$ cat src/tsc_pkg.sv
package tsc_pkg;

  // controller array shape
  localparam int NUM_CTL = 4;
  localparam int NUM_OUT = 8;

  // time base: one tick paces every delay and every minimum gap
  localparam int CLK_PERIOD_NS = 10;
  localparam int TICK_MS = 100;
  localparam int TICK_CYCLES = TICK_MS * 1000000 / CLK_PERIOD_NS;

  // register window: eight words per controller, byte stride 0x20
  localparam logic [31:0] MAP_LIMIT = 32'h00000080;
  localparam logic [2:0] REG_CTRL = 3'h0;
  localparam logic [2:0] REG_OUTCFG = 3'h1;
  localparam logic [2:0] REG_GAP = 3'h2;
  localparam logic [2:0] REG_DLYLO = 3'h3;
  localparam logic [2:0] REG_DLYHI = 3'h4;
  localparam logic [2:0] REG_VALLO = 3'h5;
  localparam logic [2:0] REG_VALHI = 3'h6;
  localparam logic [2:0] REG_STAT = 3'h7;
  localparam int NUM_CFG = 7;
  localparam logic [31:0] REG_RST = 32'h00000000;

  // control word fields
  localparam int CTRL_BIN_EN = 0;
  localparam int CTRL_REACT1_LSB = 4;
  localparam int CTRL_REACT0_LSB = 8;
  localparam int CTRL_SCN_EN = 12;
  localparam int CTRL_SCN_MODE_LSB = 16;
  localparam int CTRL_SCN_SAVE = 20;
  localparam int CTRL_SCN_NUM_LSB = 24;
  localparam int OUTCFG_EN_LSB = 0;
  localparam int OUTCFG_TYPE_LSB = 8;
  localparam int GAP_LSB = 0;

  // scene byte layout: save flag on top, scene number below
  localparam int SCENE_SAVE_BIT = 7;
  localparam int SCENE_NUM_W = 6;

  // bus constants
  localparam logic [2:0] HSIZE_WORD = 3'h2;
  localparam logic HRESP_OKAY = 1'b0;

  typedef enum logic [2:0] {
    RC_DISABLED, RC_START, RC_RETRIG, RC_START_ONCE, RC_SAVE, RC_STOP, RC_OFF, RC_OFF_ONCE
  } tsc_react_t;

  typedef enum logic [1:0] {SC_START, SC_RETRIG, SC_START_STOP, SC_START_ONCE} tsc_scene_t;

  typedef enum logic [1:0] {MD_IDLE, MD_RUN, MD_OFF, MD_SAVE} tsc_mode_t;

endpackage

$ cat src/tsc_ticker.sv
module tsc_ticker #(
  parameter int TICK_CYCLES = tsc_pkg::TICK_CYCLES
) (
  input wire logic clk,
  input wire logic reset_n,
  output logic tick
);

  localparam int CW = $clog2(TICK_CYCLES + 1);

  typedef struct packed {
    logic [CW-1:0] cnt;
    logic tick;
  } tsc_tick_state_t;

  tsc_tick_state_t st_q;
  tsc_tick_state_t st_d;

  // free running divider, one enable pulse per period
  always_comb begin
    st_d = st_q;
    st_d.tick = 1'b0;
    if (st_q.cnt == CW'(TICK_CYCLES - 1)) begin
      st_d.cnt = '0;
      st_d.tick = 1'b1;
    end else begin
      st_d.cnt = st_q.cnt + CW'(1);
    end
    if (!reset_n) begin
      st_d = '0;
    end
  end

  always_ff @(posedge clk) begin
    st_q <= st_d;
  end

  assign tick = st_q.tick;

endmodule

$ cat src/tsc_top.sv
// Behaviour
// - four identical controllers, eight outputs each
// - outputs sent together or with own delays
// - binary object, separate reactions for one/zero
// - disabled reaction ignores the received value
// - start from A, ignored while running
// - retrigger restarts from A unless an all-off or save run is busy
// - start once, blocked until all-off runs
// - save reads outputs, responses replace values
// - stop halts the running sequence
// - all-off sends off or zero on every active output
// - all-off skips delays, keeps minimum gap
// - all-off always completes, never interrupted
// - all-off once, blocked until a start
// - scene object reacts only on matching number
// - scene start, ignored until run through
// - scene retrigger restarts from A
// - scene start/stop alternates start and stop
// - scene start once until all-off
// - save-scene command reads and overwrites values
// - minimum gap always kept, beats delays
// - delay from start or previous send
// - output is switch bit or byte value
//
// Implementation choices: register access over AHB-Lite and the placing of the registers.
module tsc_top #(
  parameter int TICK_CYCLES = tsc_pkg::TICK_CYCLES
) (
  input wire logic clk,
  input wire logic reset_n,
  input wire logic hsel,
  input wire logic [31:0] haddr,
  input wire logic [1:0] htrans,
  input wire logic hwrite,
  input wire logic [2:0] hsize,
  input wire logic [31:0] hwdata,
  input wire logic hready,
  output logic hreadyout,
  output logic [31:0] hrdata,
  output logic hresp,
  input wire logic binValid,
  input wire logic [1:0] binCtl,
  input wire logic binValue,
  input wire logic scnValid,
  input wire logic [1:0] scnCtl,
  input wire logic [7:0] scnByte,
  input wire logic rspValid,
  input wire logic [1:0] rspCtl,
  input wire logic [2:0] rspOut,
  input wire logic [7:0] rspData,
  output logic txValid,
  output logic [1:0] txCtl,
  output logic [2:0] txOut,
  output logic [7:0] txData,
  output logic txRead,
  output logic txSwitch
);

  localparam int NC = tsc_pkg::NUM_CTL;

  typedef struct packed {
    logic hreadyOut;
    logic hresp;
    logic [31:0] hrdata;
    logic busPend;
    logic busWr;
    logic busWord;
    logic busMap;
    logic [1:0] busCtl;
    logic [2:0] busReg;
    logic [NC-1:0][tsc_pkg::NUM_CFG-1:0][31:0] cfg;
    tsc_pkg::tsc_mode_t [NC-1:0] mode;
    logic [NC-1:0][2:0] idx;
    logic [NC-1:0][7:0] dly;
    logic [NC-1:0][7:0] gap;
    logic [NC-1:0] startBlk;
    logic [NC-1:0] offBlk;
    logic txValid;
    logic txRead;
    logic txSwitch;
    logic txOff;
    logic [1:0] txCtl;
    logic [2:0] txOut;
    logic [7:0] txData;
  } tsc_state_t;

  tsc_state_t st_q;
  tsc_state_t st_d;
  logic tick;
  tsc_pkg::tsc_react_t [NC-1:0] rEff;
  logic [NC-1:0] hit;

  // byte i of a two-word table (delays or values, A in the low byte)
  function automatic logic [7:0] pickByte(input logic [31:0] lo, input logic [31:0] hi,
                                         input logic [2:0] i);
    logic [63:0] w;
    w = {hi, lo};
    return w[i*8 +: 8];
  endfunction

  tsc_ticker #(.TICK_CYCLES(TICK_CYCLES)) uTicker (
    .clk(clk),
    .reset_n(reset_n),
    .tick(tick)
  );

  // bus slave, save responses and the four sequencers
  always_comb begin
    logic [31:0] ctl;
    logic [31:0] ocfg;
    logic startReq;
    logic stopReq;
    logic offReq;
    logic saveReq;
    logic once;
    logic busy;
    logic act;
    logic advance;
    logic taken;
    logic [2:0] nIdx;
    logic [7:0] v;
    ctl = '0;
    ocfg = '0;
    startReq = 1'b0;
    stopReq = 1'b0;
    offReq = 1'b0;
    saveReq = 1'b0;
    once = 1'b0;
    busy = 1'b0;
    act = 1'b0;
    advance = 1'b0;
    taken = 1'b0;
    nIdx = '0;
    v = '0;
    st_d = st_q;
    st_d.hresp = tsc_pkg::HRESP_OKAY;
    st_d.txValid = 1'b0;
    st_d.txRead = 1'b0;
    st_d.txOff = 1'b0;

    // one wait state per transfer, so a read never races a write
    if (st_q.busPend) begin
      st_d.busPend = 1'b0;
      st_d.hreadyOut = 1'b1;
      if (!st_q.busWr) begin
        st_d.hrdata = '0;
        if (st_q.busMap && st_q.busReg == tsc_pkg::REG_STAT) begin
          st_d.hrdata = {25'h0, st_q.offBlk[st_q.busCtl], st_q.startBlk[st_q.busCtl],
                         st_q.idx[st_q.busCtl], st_q.mode[st_q.busCtl]};
        end else if (st_q.busMap) begin
          st_d.hrdata = st_q.cfg[st_q.busCtl][st_q.busReg];
        end
      end else if (st_q.busMap && st_q.busWord && st_q.busReg != tsc_pkg::REG_STAT) begin
        st_d.cfg[st_q.busCtl][st_q.busReg] = hwdata;
      end
    end else if (hsel && hready && htrans[1]) begin
      st_d.busPend = 1'b1;
      st_d.hreadyOut = 1'b0;
      st_d.busWr = hwrite;
      st_d.busWord = (hsize == tsc_pkg::HSIZE_WORD);
      st_d.busMap = (haddr < tsc_pkg::MAP_LIMIT);
      st_d.busCtl = haddr[6:5];
      st_d.busReg = haddr[4:2];
    end

    // read response overwrites the stored output value, kept until a later bus write, response or reset
    if (rspValid) begin
      st_d.cfg[rspCtl][rspOut[2] ? tsc_pkg::REG_VALHI : tsc_pkg::REG_VALLO][rspOut[1:0]*8 +: 8] =
        rspData;
    end

    // lowest controller index wins the shared telegram port
    for (int c = 0; c < NC; c++) begin
      ctl = st_q.cfg[c][tsc_pkg::REG_CTRL];
      ocfg = st_q.cfg[c][tsc_pkg::REG_OUTCFG];
      startReq = 1'b0;
      stopReq = 1'b0;
      offReq = 1'b0;
      saveReq = 1'b0;
      once = 1'b0;
      hit[c] = 1'b0;
      rEff[c] = tsc_pkg::RC_DISABLED;

      // binary object wins over a scene aimed at the same controller
      if (binValid && binCtl == 2'(c) && ctl[tsc_pkg::CTRL_BIN_EN]) begin
        hit[c] = 1'b1;
        rEff[c] = tsc_pkg::tsc_react_t'(binValue ? ctl[tsc_pkg::CTRL_REACT1_LSB +: 3]
                                                 : ctl[tsc_pkg::CTRL_REACT0_LSB +: 3]);
      end else if (scnValid && scnCtl == 2'(c) && ctl[tsc_pkg::CTRL_SCN_EN] &&
                   scnByte[tsc_pkg::SCENE_NUM_W-1:0] ==
                   ctl[tsc_pkg::CTRL_SCN_NUM_LSB +: tsc_pkg::SCENE_NUM_W]) begin
        hit[c] = 1'b1;
        if (scnByte[tsc_pkg::SCENE_SAVE_BIT]) begin
          rEff[c] = ctl[tsc_pkg::CTRL_SCN_SAVE] ? tsc_pkg::RC_SAVE : tsc_pkg::RC_DISABLED;
        end else begin
          case (tsc_pkg::tsc_scene_t'(ctl[tsc_pkg::CTRL_SCN_MODE_LSB +: 2]))
            tsc_pkg::SC_START: rEff[c] = tsc_pkg::RC_START;
            tsc_pkg::SC_RETRIG: rEff[c] = tsc_pkg::RC_RETRIG;
            tsc_pkg::SC_START_STOP: begin
              rEff[c] = (st_q.mode[c] == tsc_pkg::MD_RUN) ? tsc_pkg::RC_STOP
                                                          : tsc_pkg::RC_RETRIG;
            end
            tsc_pkg::SC_START_ONCE: rEff[c] = tsc_pkg::RC_START_ONCE;
            default: rEff[c] = tsc_pkg::RC_DISABLED;
          endcase
        end
      end

      // reaction decode; disabled falls through with nothing requested
      case (rEff[c])
        tsc_pkg::RC_START: startReq = (st_q.mode[c] != tsc_pkg::MD_RUN);
        tsc_pkg::RC_RETRIG: startReq = 1'b1;
        tsc_pkg::RC_START_ONCE: begin
          startReq = !st_q.startBlk[c];
          once = 1'b1;
        end
        tsc_pkg::RC_SAVE: saveReq = 1'b1;
        tsc_pkg::RC_STOP: stopReq = 1'b1;
        tsc_pkg::RC_OFF: offReq = 1'b1;
        tsc_pkg::RC_OFF_ONCE: begin
          offReq = !st_q.offBlk[c];
          once = 1'b1;
        end
        default: once = 1'b0;
      endcase

      // all-off and save runs ignore triggers until they finish
      busy = (st_q.mode[c] == tsc_pkg::MD_OFF) || (st_q.mode[c] == tsc_pkg::MD_SAVE);
      if (tick && st_q.gap[c] != 8'h00) begin
        st_d.gap[c] = st_q.gap[c] - 8'h01;
      end

      if (!busy && offReq) begin
        st_d.mode[c] = tsc_pkg::MD_OFF;
        st_d.idx[c] = 3'h0;
        st_d.dly[c] = 8'h00;
        st_d.startBlk[c] = 1'b0;
        st_d.offBlk[c] = st_q.offBlk[c] | once;
      end else if (!busy && startReq) begin
        st_d.mode[c] = tsc_pkg::MD_RUN;
        st_d.idx[c] = 3'h0;
        st_d.dly[c] = pickByte(st_q.cfg[c][tsc_pkg::REG_DLYLO],
                               st_q.cfg[c][tsc_pkg::REG_DLYHI], 3'h0);
        st_d.offBlk[c] = 1'b0;
        st_d.startBlk[c] = st_q.startBlk[c] | once;
      end else if (!busy && saveReq) begin
        st_d.mode[c] = tsc_pkg::MD_SAVE;
        st_d.idx[c] = 3'h0;
        st_d.dly[c] = 8'h00;
      end else if (stopReq && st_q.mode[c] == tsc_pkg::MD_RUN) begin
        st_d.mode[c] = tsc_pkg::MD_IDLE;
      end else if (st_q.mode[c] != tsc_pkg::MD_IDLE) begin
        act = ocfg[tsc_pkg::OUTCFG_EN_LSB + 32'(st_q.idx[c])];
        advance = 1'b0;
        if (!act) begin
          advance = 1'b1;
        end else if (st_q.dly[c] == 8'h00 && st_q.gap[c] == 8'h00 && !taken) begin
          taken = 1'b1;
          advance = 1'b1;
          v = pickByte(st_q.cfg[c][tsc_pkg::REG_VALLO], st_q.cfg[c][tsc_pkg::REG_VALHI],
                       st_q.idx[c]);
          st_d.txValid = 1'b1;
          st_d.txCtl = 2'(c);
          st_d.txOut = st_q.idx[c];
          st_d.txRead = (st_q.mode[c] == tsc_pkg::MD_SAVE);
          st_d.txOff = (st_q.mode[c] == tsc_pkg::MD_OFF);
          st_d.txSwitch = !ocfg[tsc_pkg::OUTCFG_TYPE_LSB + 32'(st_q.idx[c])];
          if (st_q.mode[c] != tsc_pkg::MD_RUN) begin
            st_d.txData = 8'h00;
          end else if (st_d.txSwitch) begin
            st_d.txData = {7'h00, v != 8'h00};
          end else begin
            st_d.txData = v;
          end
          st_d.gap[c] = st_q.cfg[c][tsc_pkg::REG_GAP][tsc_pkg::GAP_LSB +: 8];
        end else if (tick && st_q.dly[c] != 8'h00) begin
          st_d.dly[c] = st_q.dly[c] - 8'h01;
        end
        if (advance) begin
          nIdx = 3'(st_q.idx[c] + 3'h1);
          if (st_q.idx[c] == 3'h7) begin
            st_d.mode[c] = tsc_pkg::MD_IDLE;
          end else begin
            st_d.idx[c] = nIdx;
            st_d.dly[c] = (st_q.mode[c] == tsc_pkg::MD_RUN) ?
              pickByte(st_q.cfg[c][tsc_pkg::REG_DLYLO], st_q.cfg[c][tsc_pkg::REG_DLYHI], nIdx) :
              8'h00;
          end
        end
      end
    end

    if (!reset_n) begin
      st_d = '0;
      st_d.cfg = {(NC * tsc_pkg::NUM_CFG){tsc_pkg::REG_RST}};
      st_d.hreadyOut = 1'b1;
    end
  end

  always_ff @(posedge clk) begin
    st_q <= st_d;
  end

  assign hreadyout = st_q.hreadyOut;
  assign hrdata = st_q.hrdata;
  assign hresp = st_q.hresp;
  assign txValid = st_q.txValid;
  assign txCtl = st_q.txCtl;
  assign txOut = st_q.txOut;
  assign txData = st_q.txData;
  assign txRead = st_q.txRead;
  assign txSwitch = st_q.txSwitch;

  // one code path, but a scenario may land on any controller, so check all four
  for (genvar g = 0; g < NC; g++) begin : gSeqChk

  end
endmodule

$ cat config.mk
export PLATFORM = sky130hd
export DESIGN_NAME = tsc_top
export DESIGN_NICKNAME = d
export VERILOG_FILES = /design/src/tsc_pkg.sv /design/src/tsc_ticker.sv /design/src/tsc_top.sv
export SDC_FILE = /design/constraint.sdc
export NUM_CORES = 2
export LEC_CHECK = 0
export BUFFER_PORTS_ARGS = -buffer_cell sky130_fd_sc_hd__buf_2
export CAP_MARGIN = 10
export CORE_ASPECT_RATIO = 1.1
export CORE_MARGIN = 1.5
export CORE_UTILIZATION = 35
export DETAILED_ROUTE_END_ITERATION = 12
export GPL_TIMING_DRIVEN = 0
export PLACE_DENSITY = 0.55
export SLEW_MARGIN = 20
export SYNTH_ARGS = -nofsm -noshare
export SYNTH_HDL_FRONTEND = slang
export SYNTH_SLANG_ARGS = --single-unit
export TNS_END_PERCENT = 100
$ cat constraint.sdc
create_clock -name clk -period 6.6 [get_ports clk]
set_input_delay 1.32 -clock clk [delete_from_list [all_inputs] [get_ports clk]]
set_output_delay 1.32 -clock clk [all_outputs]
set_load 0.005 [all_outputs]
==> Flow_metrics.wiki <==
{| class="wikitable"
! Metric !! Value
|-
| Antenna violations before repair || 43
|-
| Initial DRC count || 8352
|-
| PwrDens || 232.2 mW/mm^2
|-
| Max Buffers Root-to-Sink || 3
|-
| Routed via count || 57090
|-
| Max-cap violations || 0
|-
| Type of the tightest min-delay check || reg -> reg
|-
| Maximum level of the CTS H-tree || 3
|-
| First-pass GRT wire length || 477100 um
|-
| Cell area reported after detailed placement || 0.05958 mm^2
|-
| Number of buffer cells added on primary ports || 104
|-
| Placed wire-length estimate after detailed placement || 285000 um
|-
| Boundary Pins || 153
|-
| Remaining antenna violation count after routing || 0
|-
| Die Height || 422.7 um
|-
| Top cell by count, worst path || buf_1
|-
| Largest vdd supply drop || 0.0002380 V
|-
| Final Critical Period || 5941 ps
|-
| GRT Residual Overflow || 0
|-
| Setup repair after global routing missed its margin || false
|-
| Count of standard-cell rows || 153
|-
| Total nets after synthesis || 6465
|-
| Core Box Area || 0.1585 mm^2
|-
| Library cell contributing the largest single delay on the critical path || clkbuf_1
|-
| Clock tree from TritonCTS || yes
|-
| Crit path arrival time || 6580 ps
|-
| Cell Count, Final, Fillers Out || 8798
|-
| Synthesized area per cell || 8.847 um^2
|-
| Number of buffers created by CTS || 121
|-
| CP Capture Type || flop
|-
| Placed cell count || 8549
|-
| Slowest cell delay on critical path || 930 ps
|-
| Main synth FF type || dfxtp_1
|-
| Insertion delay of the later-clocked pin in the worst-skew pair || 840 ps
|-
| Peak fanout along the critical path || 10
|-
| Final setup viols || 0
|-
| Number of buffers inserted by hold repair at cts || 0
|-
| Distinct cells, synth || 88
|-
| # resized after CTS || 0
|-
| Count of final max-slew check failures || 0
|-
| Ordered list of cells on the worst path || buf_1, clkbuf_2, clkbuf_1, buf_1, mux4_2, mux2i_1, nor2_1, a21oi_1, o22ai_1
|-
| Total Routed Length || 365200 um
|-
| Die X || 384.6 um
|-
| Outcome || finished, final reports clean
|-
| Final setup skew || 52.96 ps
|-
| Synthesized cell area || 0.05605 mm^2
|-
| Worst Setup Start Kind || flop
|-
| Critical path class || reg -> reg
|-
| Number of synthesis warnings || 0
|-
| Residual DRC || 0
|-
| Worst-Margin Slew || 1357 ps
|-
| Post-placement worst setup slack || 148.0 ps
|-
| Total Die Area || 0.1626 mm^2
|-
| Static power due to leakage || 21.22 nW
|-
| Register bit count reported by yosys || 1071
|-
| Post-CTS setup buffers || 0
|-
| Proportion of synthesized chip area in sequential cells || 38.25%
|-
| Pin count of the biggest net entering global routing || 18
|-
| Number of nets in the final layout || 6710
|-
| Number of global-route vias before repair || 52260
|-
| Critical path required time || 7240 ps
|-
| Relative slew slack || 9.543%
|-
| Post-layout worst setup margin || 659.4 ps
|-
| Detailed-router iteration count before antenna repair || 8
|-
| Reg clk slew, reported paths || 60 ps
|-
| Post-synthesis to final-layout area growth || 13.94%
|-
| Fmax || 168.3 MHz
|-
| Worst hold slack across all endpoints || 450.7 ps
|-
| Total routing resource utilization after global routing || 43.81%
|-
| Area of all placed cells without fillers || 0.06387 mm^2
|-
| Routed length per placed instance || 41.51 um
|-
| Fraction of final layout cells sized beyond drive strength 1 || 14.02%
|-
| Final critical-path share of the clock period || 90.01%
|-
| Fraction of registers with async set/reset || 0%
|-
| Number of instances in the synthesized netlist || 6336
|-
| Clock Sinks || 1071
|-
| Total count of hold-check failures in the final report || 0
|-
| Routability congestion estimate from global placement || 1.096
|-
| Initial standard-cell utilization of the core || 35.36%
|-
| Number of flops mapped to enable cells by yosys || 0
|-
| Minimum setup slack among reg-to-reg paths || 660 ps
|-
| Via density per instance || 6.489
|-
| Clk root buf || clkbuf_16
|}
-- final timing paths --
check / cells after the start / to / startpoint
worst max register to register: 9 / st_q[79] / st_q[95]
worst min-delay path: 2 / flop / flop
worst max-delay path: 9 / st_q[79] / st_q[95]
worst min register to register: 2 / flop / flop
-- logic make-up after synthesis --
kind of cell	after synthesis	synth area share [%]
fa+ha+maj	26	0.5804
simple gates	2200	16.73
other cells	1	0.006690
flops	1071	38.25
mux	695	21.38
xor+xnor	101	1.578
buf+inv	693	5.022
compound gates	1549	16.45
-- power breakdown --
part	leakage [nW]	total, mW	internal [mW]	switching [mW]
Sequential	8.63	6.54	6.49	0.0543
Combinational	10.5	0.970	0.178	0.792
Clock	2.06	7.32	4.20	3.12
-- worst max-delay path: cells and delay by family (launching register included) --
kind	cells	cell delay (ps)
DFF	1	530
muxes	2	1310
AOI/OAI and AO/OA	2	300
buffers and inverters	4	3420
and+or+nand+nor	1	160
-- metal layers --
metal,global-route usage (%),part of all wire [%],up-vias
li1,-,-,23140
met4,43.16,12,18
met5,0.2091,0.036,-
met3,12.26,11,1366
met1,50.19,35,28260
met2,64.59,42,4312
-- cell usage in the layout, fill, tap and decap left out, drive strengths merged, types with 9 or more instances in the layout --
master  count
nand2    1459
dfxtp    1071
a21oi     908
clkbuf    696
mux4      400
a211oi    397
nor2      287
mux2i     275
buf       260
nor2b     141
o21ai      97
nor3       81
nand3      56
xor2       55
xnor2      46
inv        37
diode      30
clkinv     28
ha         26
nor4       26
a22oi      25
nand2b     23
mux2       20
nand4      19
o22ai      18
and3       17
a31oi      16
o211ai     16
or3        14
or2        14
and2       13
bufinv     12
nor3b      10
a21o        9
-- through the flow --
step | util (%) | total power [mW] | setup TNS, ps
after floorplan | - | 7.038 | 0
after global placement | 37.34 | 7.572 | -3328
after detailed placement | 37.59 | 7.586 | 0
after CTS | 40.22 | 14.76 | 0
after global routing | 40.25 | 15.04 | 0
final | 40.29 | 14.83 | 0
-- cell type report --
class	count	area [um^2]
fill	16070	94640
multi-input combinational	4572	31870
sequential	1071	21440
clock buffer	177	3571
buffer	657	2790
tap	2092	2618
timing repair buffer	122	773.2
clock inverter	41	600.6
inverter	36	135.1
antenna	30	75.07
-- Yosys cell counts, types with 12 or more instances --
cell	number	area, um^2
a211oi_1	395	2965
a21oi_1	907	4539
a22oi_1	25	187.7
a31oi_1	16	100.1
and2_1	12	75.07
and3_1	17	106.4
buf_1	75	281.5
buf_2	15	75.07
buf_4	48	360.4
clkbuf_1	517	1941
dfxtp_1	1071	21440
ha_1	26	325.3
inv_1	35	131.4
mux2_2	20	225.2
mux2i_1	275	2753
mux4_2	400	9009
nand2_1	1459	5477
nand2b_1	23	143.9
nand3_1	56	280.3
nand4_1	19	118.9
nor2_1	287	1077
nor2b_1	141	882.1
nor3_1	80	400.4
nor4_1	23	143.9
o211ai_1	16	120.1
o21ai_0	92	460.4
o22ai_1	18	112.6
or2_2	12	75.07
or3_1	14	87.58
xnor2_1	46	402.9
xor2_1	55	481.7
(Power assumes the default switching activity.)
